$ cat config.mk
export PLATFORM = sky130hd
export DESIGN_NAME = dspi_pin_interface
export DESIGN_NICKNAME = d
export VERILOG_FILES = /design/src/logic/dspi_bus_clk_gen.v /design/src/logic/dspi_pin_interface.v
export VERILOG_INCLUDE_DIRS = /design/src /design/src/include
export SDC_FILE = /design/constraint.sdc
export NUM_CORES = 1
export LEC_CHECK = 0
export BUFFER_PORTS_ARGS = -buffer_cell sky130_fd_sc_hd__clkbuf_2
export CAP_MARGIN = 15
export CORE_MARGIN = 2
export CORE_UTILIZATION = 44
export CTS_CLUSTER_SIZE = 10
export DETAILED_ROUTE_END_ITERATION = 12
export HOLD_SLACK_MARGIN = 0.08
export PLACE_DENSITY = 0.75
export SYNTH_ARGS = -nofsm -noshare
export SYNTH_HDL_FRONTEND = slang
export SYNTH_SLANG_ARGS = --single-unit
export TNS_END_PERCENT = 20
$ cat constraint.sdc
create_clock -name core_clk_i -period 3.57 [get_ports core_clk_i]
set_input_delay 0.714 -clock core_clk_i [delete_from_list [all_inputs] [get_ports core_clk_i]]
set_output_delay 0.714 -clock core_clk_i [all_outputs]
set_load 0.02 [all_outputs]
$ cat src/include/dspi_defs.vh
// Shared constants of the DRAM/SDRAM pin interface.
// Assumes inclusion by bare name from the design files.
`ifndef DSPI_DEFS_VH
`define DSPI_DEFS_VH

// ----------------------------------------------------------------
// Bus clock divide selection
// ----------------------------------------------------------------
`define DSPI_DIV_QUARTER 2'b00
`define DSPI_DIV_RSVD 2'b01
`define DSPI_DIV_HALF 2'b10
`define DSPI_DIV_THIRD 2'b11

// ----------------------------------------------------------------
// Bus clock counts: last count value and high phase length
// ----------------------------------------------------------------
`define DSPI_HALF_LAST 2'h1
`define DSPI_HALF_HIGH 2'h1
`define DSPI_THIRD_LAST 2'h2
`define DSPI_THIRD_HIGH 2'h2
`define DSPI_QUARTER_LAST 2'h3
`define DSPI_QUARTER_HIGH 2'h2

// ----------------------------------------------------------------
// Memory port width selection
// ----------------------------------------------------------------
`define DSPI_PORT_32 2'b00
`define DSPI_PORT_8 2'b01
`define DSPI_PORT_16 2'b10

// ----------------------------------------------------------------
// Sizes and timing counts
// ----------------------------------------------------------------
`define DSPI_ADDR_W 29
`define DSPI_LOOP_WIN 5'h10
`define DSPI_SYNC_FILL 2'h3

// ----------------------------------------------------------------
// Reset values of the pins (inactive) and of the bus clock divide counter
// ----------------------------------------------------------------
`define DSPI_RST_ROW_N 2'h3
`define DSPI_RST_COL_N 4'hf
`define DSPI_RST_CMD_N 1'b1
`define DSPI_RST_CKE 1'b0
`define DSPI_RST_WFLAG_N 1'b1
`define DSPI_RST_DIV_CNT 2'h3

`endif

$ cat src/logic/dspi_bus_clk_gen.v
// Bus clock generator: divides the core clock by 2, 3 or 4.
// Assumes the divide selection is steady while out of reset.
`timescale 1ns/1ps
`default_nettype none
`include "dspi_defs.vh"

module dspi_bus_clk_gen (
  input wire core_clk_i,
  input wire rst_b_i,
  input wire [1:0] div_sel_i,
  output reg bus_clock_out_o,
  output wire rise_now_o,
  output wire fall_now_o
);

  reg [1:0] cnt;
  reg [1:0] last;
  reg [1:0] high;
  reg [1:0] next_cnt;
  reg next_clk;

  // ----------------------------------------------------------------
  // Divide ratio
  // ----------------------------------------------------------------
  always @* begin
    case (div_sel_i)
      `DSPI_DIV_HALF: begin
        last = `DSPI_HALF_LAST;
        high = `DSPI_HALF_HIGH;
      end
      `DSPI_DIV_THIRD: begin
        last = `DSPI_THIRD_LAST;
        high = `DSPI_THIRD_HIGH;
      end
      default: begin
        last = `DSPI_QUARTER_LAST;
        high = `DSPI_QUARTER_HIGH;
      end
    endcase
    next_cnt = (cnt >= last) ? 2'h0 : cnt + 2'h1;
    // High for the first counts of each period
    next_clk = (next_cnt < high);
  end

  assign rise_now_o = next_clk & ~bus_clock_out_o;
  assign fall_now_o = ~next_clk & bus_clock_out_o;

  always @(posedge core_clk_i or negedge rst_b_i) begin
    if (!rst_b_i) begin
      // Last count, so the first high phase is full length
      cnt <= `DSPI_RST_DIV_CNT;
      bus_clock_out_o <= 1'b0;
    end else begin
      cnt <= next_cnt;
      bus_clock_out_o <= next_clk;
    end
  end

endmodule // dspi_bus_clk_gen
`default_nettype wire

$ cat src/logic/dspi_pin_interface.v
// DRAM/SDRAM pin stage: registers strobes, masks and commands.
// Assumes the controller core drives the access fields on core_clk_i.
// What this block does
// - Supports external DRAM with 8, 16 or 32 bit data ports.
// - Addresses up to 512 Mbytes of external DRAM.
// - Two active-low row strobes, one per block; SDRAM chip selects.
// - Four active-low column strobes for an asynchronous DRAM block.
// - With SDRAM the column strobes act as per-byte data masks.
// - Column strobe 0 serves the most significant byte, 3 the least.
// - Write flag low through a write cycle, high for reads.
// - Synchronous row and column commands come from registers.
// - Synchronous clock enable comes from a register.
// - Edge select high: SDRAM outputs change on bus clock rise.
// - Edge select low: SDRAM outputs change on bus clock fall.
// - Looped-back SDRAM clock: outputs change on its rising edge.
// - Bus clock runs at half, third or quarter of core clock.
`timescale 1ns/1ps
`default_nettype none
`include "dspi_defs.vh"

module dspi_pin_interface #(
  parameter ADDR_W = `DSPI_ADDR_W
) (
  input wire core_clk_i,
  input wire rst_b_i,
  input wire [1:0] div_sel_i,
  input wire output_edge_select_i,
  input wire sdram_mode_i,
  input wire [1:0] port_width_i,
  input wire access_valid_i,
  input wire access_write_i,
  input wire access_block_i,
  input wire access_col_phase_i,
  input wire [3:0] access_byte_en_i,
  input wire [ADDR_W-1:0] access_addr_i,
  input wire cmd_row_n_i,
  input wire cmd_col_n_i,
  input wire clock_enable_i,
  output wire bus_clock_out_o,
  output wire pin_update_o,
  output wire loop_back_o,
  output reg [1:0] row_strobe_n_o,
  output reg [3:0] col_strobe_n_o,
  output reg mem_write_flag_n_o,
  output reg [ADDR_W-1:0] mem_addr_o,
  output reg sync_row_cmd_n_o,
  output reg sync_column_cmd_n_o,
  output reg sync_clock_enable_o
);

  // ----------------------------------------------------------------
  // Bus clock
  // ----------------------------------------------------------------
  wire rise_now;
  wire fall_now;

  dspi_bus_clk_gen u_clk_gen (
    .core_clk_i(core_clk_i),
    .rst_b_i(rst_b_i),
    .div_sel_i(div_sel_i),
    .bus_clock_out_o(bus_clock_out_o),
    .rise_now_o(rise_now),
    .fall_now_o(fall_now)
  );

  // ----------------------------------------------------------------
  // Edge select synchroniser and mode detect
  // ----------------------------------------------------------------
  reg es_meta;
  reg es_sync;
  reg es_prev;
  reg [1:0] es_fill;
  reg [4:0] toggle_age;
  reg loop_back;
  wire es_primed;
  wire es_toggle;

  // No compare until the stages hold real pin samples
  assign es_primed = (es_fill == `DSPI_SYNC_FILL);
  assign es_toggle = es_primed && (es_sync != es_prev);

  always @(posedge core_clk_i or negedge rst_b_i) begin
    if (!rst_b_i) begin
      es_meta <= 1'b0;
      es_sync <= 1'b0;
      es_prev <= 1'b0;
      es_fill <= 2'h0;
      toggle_age <= `DSPI_LOOP_WIN;
      loop_back <= 1'b0;
    end else begin
      es_meta <= output_edge_select_i;
      es_sync <= es_meta;
      es_prev <= es_sync;
      if (!es_primed) begin
        es_fill <= es_fill + 2'h1;
      end
      // A toggling input is the looped-back clock, a steady one a strap
      if (es_toggle) begin
        toggle_age <= 5'h0;
        loop_back <= 1'b1;
      end else if (toggle_age != `DSPI_LOOP_WIN) begin
        toggle_age <= toggle_age + 5'h1;
      end else begin
        loop_back <= 1'b0;
      end
    end
  end

  assign loop_back_o = loop_back;

  // ----------------------------------------------------------------
  // Output update strobe
  // ----------------------------------------------------------------
  reg sdram_upd;

  always @* begin
    if (loop_back)
      sdram_upd = es_sync & ~es_prev;
    else if (es_sync)
      sdram_upd = rise_now;
    else
      sdram_upd = fall_now;
  end

  // Async DRAM always loads on the bus clock rise
  assign pin_update_o = sdram_mode_i ? sdram_upd : rise_now;

  // ----------------------------------------------------------------
  // Byte lane mapping
  // ----------------------------------------------------------------
  function [3:0] lane_map;
    input [3:0] be;
    input [1:0] width;
    begin
      // Lane 0 is the most significant byte
      lane_map = {be[0], be[1], be[2], be[3]};
      case (width)
        `DSPI_PORT_8: lane_map = lane_map & 4'h1;
        `DSPI_PORT_16: lane_map = lane_map & 4'h3;
        default: lane_map = lane_map;
      endcase
    end
  endfunction

  wire [3:0] lanes;
  assign lanes = lane_map(access_byte_en_i, port_width_i);

  // ----------------------------------------------------------------
  // Next pin values
  // ----------------------------------------------------------------
  reg [1:0] next_row_n;
  reg [3:0] next_col_n;
  reg next_write_n;
  reg next_cmd_row_n;
  reg next_cmd_col_n;
  reg next_cke;

  always @* begin
    next_row_n = `DSPI_RST_ROW_N;
    next_col_n = `DSPI_RST_COL_N;
    next_write_n = `DSPI_RST_WFLAG_N;
    if (access_valid_i) begin
      next_row_n[access_block_i] = 1'b0;
      next_write_n = ~access_write_i;
      if (sdram_mode_i)
        next_col_n = ~lanes;
      else if (access_col_phase_i)
        next_col_n = ~lanes;
    end
  end

  // ----------------------------------------------------------------
  // Next SDRAM command values
  // ----------------------------------------------------------------
  // Async DRAM leaves the command pins idle
  always @* begin
    next_cmd_row_n = `DSPI_RST_CMD_N;
    next_cmd_col_n = `DSPI_RST_CMD_N;
    next_cke = `DSPI_RST_CKE;
    if (sdram_mode_i) begin
      next_cmd_row_n = cmd_row_n_i;
      next_cmd_col_n = cmd_col_n_i;
      next_cke = clock_enable_i;
    end
  end

  // ----------------------------------------------------------------
  // Strobe, write flag and address registers
  // ----------------------------------------------------------------
  always @(posedge core_clk_i or negedge rst_b_i) begin
    if (!rst_b_i) begin
      row_strobe_n_o <= `DSPI_RST_ROW_N;
      col_strobe_n_o <= `DSPI_RST_COL_N;
      mem_write_flag_n_o <= `DSPI_RST_WFLAG_N;
      mem_addr_o <= {ADDR_W{1'b0}};
    end else if (pin_update_o) begin
      row_strobe_n_o <= next_row_n;
      col_strobe_n_o <= next_col_n;
      mem_write_flag_n_o <= next_write_n;
      mem_addr_o <= access_addr_i;
    end
  end

  // ----------------------------------------------------------------
  // SDRAM command registers
  // ----------------------------------------------------------------
  always @(posedge core_clk_i or negedge rst_b_i) begin
    if (!rst_b_i) begin
      sync_row_cmd_n_o <= `DSPI_RST_CMD_N;
      sync_column_cmd_n_o <= `DSPI_RST_CMD_N;
      sync_clock_enable_o <= `DSPI_RST_CKE;
    end else if (pin_update_o) begin
      sync_row_cmd_n_o <= next_cmd_row_n;
      sync_column_cmd_n_o <= next_cmd_col_n;
      sync_clock_enable_o <= next_cke;
    end
  end

endmodule // dspi_pin_interface
`default_nettype wire

==> metrics.yaml <==
run_status:
  status: "finished clean"
detailed_routing:
  via_per_inst: 4.68
  first_pass_iters: 4
  ant_nets: 0
  drt_iter0_markers: 70
  vias: 1569
  avgRoutedWirePerCell_um: 14.2
  route.detailed.drc: 0
  wl_um: 4760
power:
  p_clk_share_pct: 11.5
  power.total_w: 0.00280
  swShare_pct: 37.4
  p_comb_share_pct: 51.6
  p_int_w: 0.00175
  ir_drop_mv: 0.375
  switching_power_w: 0.00105
  p_leak_nw: 1.55
  power_density_nw_per_um2: 890
  seqPwrFrac_pct: 36.9
logic_synthesis:
  synth_area_leaders: "dfrtp_1 (42%), mux2_4 (18%), dfstp_2 (13%)"
  synth_top_flop_cell: "dfrtp_1"
  yosys_warnings: 0
  synth_top_area_share_pct: 42.2
  async_flop_share_pct: 100
  yosysSeqAreaShare_pct: 55.2
  synthesis.nets: 215
  synth_cell_types: 34
  synthTopCellsByCount: "dfrtp_1 (41), mux2_4 (29), dfstp_2 (12)"
  postSynthCellCount: 159
  syn_area_sq_um: 2430
  ys_ff_latch: 53
  syn_avg_cell_area_sq_um: 15.3
  synthMostInstantiatedCell: "dfrtp_1"
  synth-edff-count: 0
  synth_largest_area_cell: "dfrtp_1"
worst_hold_path:
  min_from: "es_meta"
  hold_class: "flip-flop to flip-flop"
  whs_endpoint: "es_sync"
  whs_path_depth: 0
timing:
  finalClockSkew_ns: 0.00692
  slew_violations: 0
  min_period_over_period_pct: 97.3
  hold_viol_final: 0
  post-route-min-period_ns: 3.47
  fmax_mhz: 288
  relSlewSlack_pct: 44.5
  tightest_slew_ns: 0.833
  final-setup-viol-count: 0
clock_network:
  root_buffer: "clkbuf_8"
  cts_tree: "done"
  clk_pin_slew_worst_paths_ns: 0.09
  cts_buffers: 5
  htreeDepth: 2
  cts.hold.buffers_added: 0
  clock-sinks: 53
  clk_latency_ns: 0.29
  clk_path_buf_depth: 2
place:
  dp_hpwl_um: 3520
  io_buffers: 89
  gp_congestion: 0.813
  dpl-instance-area_sq_um: 2960
grt:
  grt_max_degree: 37
  grt_pass1_wl_um: 7710
  antenna_found_initial: 0
  grt_overflow: 0
  track_usage_pct: 15.9
  first_global_vias: 1642
final_layout:
  area_delta_synth_final_pct: 29.6
  nets: 318
  drive_gt1_share_pct: 65.8
  diodes: 0
  final_cell_area_sq_um: 3150
die:
  io_pins: 90
  die_y_um: 78.3
  die_x_um: 78.3
  initial_core_util_pct: 44.9
  core_area_sq_um: 5410
  die_area_sq_um: 6130
  num_rows: 27
worst_setup_path:
  r2r-start: "u_clk_gen.cnt[0]"
  start_kind: "input pin"
  worstPathMaxFanout: 3
  reg2reg_to: "mem_addr_o[27]"
  path_class: "input pin to output port"
  arrival_ns: 2.76
  crit_path_start: "div_sel_i[1]"
  ff2ff_path_depth: 12
  r2r_slack_ns: 0.35
  critical_path_required_ns: 2.86
  setup.worst_path.end_class: "output port"
flow_run:
  max_cap_viol_count: 0
==> layout by cell type, fill, tap and decap left out, drive strengths merged, types with 2 or more instances in the layout <==
cell / instances
inv: 9
ha: 8
o32a: 2
xor2: 2
and4b: 2
nand2b: 3
dfrtp: 41
nand3: 4
xnor2: 4
nor2: 7
o21bai: 2
buf: 14
dfstp: 12
nand2: 4
clkbuf: 93
o21a: 2
mux2: 37
nor2b: 3
==> routing by layer <==
metal / up-vias / track usage (%) / routed length (um)
met3: 7 / 2.30 / 153
met1: 772 / 21.1 / 2070
met4: 0 / 5.44 / 78
li1: 757 / - / -
met5: - / 0 / 0
met2: 33 / 26.9 / 2460
==> kinds of logic (layout without fill, tap and decap cells) <==
kind of cell               after synthesis  in the layout  share of synthesized area, %
buffers and inverters                   13            117                          4.33
muxes                                   38             38                          22.1
xor gates and xnor gates                 6              6                          2.16
and+or+nand+nor                         29             29                          7.11
DFF                                     53             53                          55.2
adders and majority gates                8              8                          4.12
AOI/OAI and AO/OA                       12             12                          5.00
==> timing repair <==
action / in CTS / in global routing
gates resized for setup: 6 / 14
endpoints found under the setup margin: 1 / 1
setup buffers: 1 / 1
pin swaps: 2 / 7
==> flip-flops by register name, indices dropped and copies added, names as in the netlist, 2 cells and up <==
signal and cells:
es_fill 2, u_clk_gen.cnt 2, col_strobe_n_o 4, mem_addr_o 29, row_strobe_n_o 2, toggle_age 5
==> worst max path at each step <==
stage,slack [ns],to,cells after the start
after floorplan,0.01,pin_update_o,12
after global placement,-0.07,pin_update_o,12
after detailed placement,-0.16,pin_update_o,12
after CTS,0.08,pin_update_o,11
after global routing,-0.03,pin_update_o,11
final,0.1,pin_update_o,11
==> layout make-up <==
class                   instances  area, sq um
multi-input cells              93         1050
fillers                       474         2260
inverters                       9         36.3
well taps                      72         90.1
repair buffers                100          541
clock inverters                 1         7.51
flip-flops and latches         53         1340
clock buffers                   7         76.3
==> worst max-delay path, cell delays in order <==
cell       delay (ns)
buf_2            0.10
nor2b_2          0.20
ha_4             0.23
a21o_4           0.22
nor2_4           0.14
ha_4             0.15
inv_4            0.04
a2111oi_4        0.37
nor4_2           0.10
or3_4            0.36
buf_8            0.14
==> power by group through the flow <==
stage	Clock [W]	Sequential (W)	Combinational, W
after CTS	0.000337	0.00103	0.00138
after global routing	0.000362	0.00106	0.00154
after global placement	0	0.00104	0.00131
after floorplan	0	0.00131	0.000725
after detailed placement	0	0.00104	0.00134
final	0.000322	0.00103	0.00144
==> through the flow <==
stage               worst slack, ns  hold slack (ns)  std cells  util (%)  TNS, ns
CTS                          0.0775            0.358        334      56.8        0
floorplan                    0.0106            0.331        159         -        0
global placement            -0.0700            0.333        325      54.8   -0.453
finish                       0.0977            0.360        335      58.2        0
detailed placement           -0.159            0.336        325      54.8    -4.00
global route                -0.0345            0.365        335      58.2  -0.0345
(Power assumes the default switching activity.)
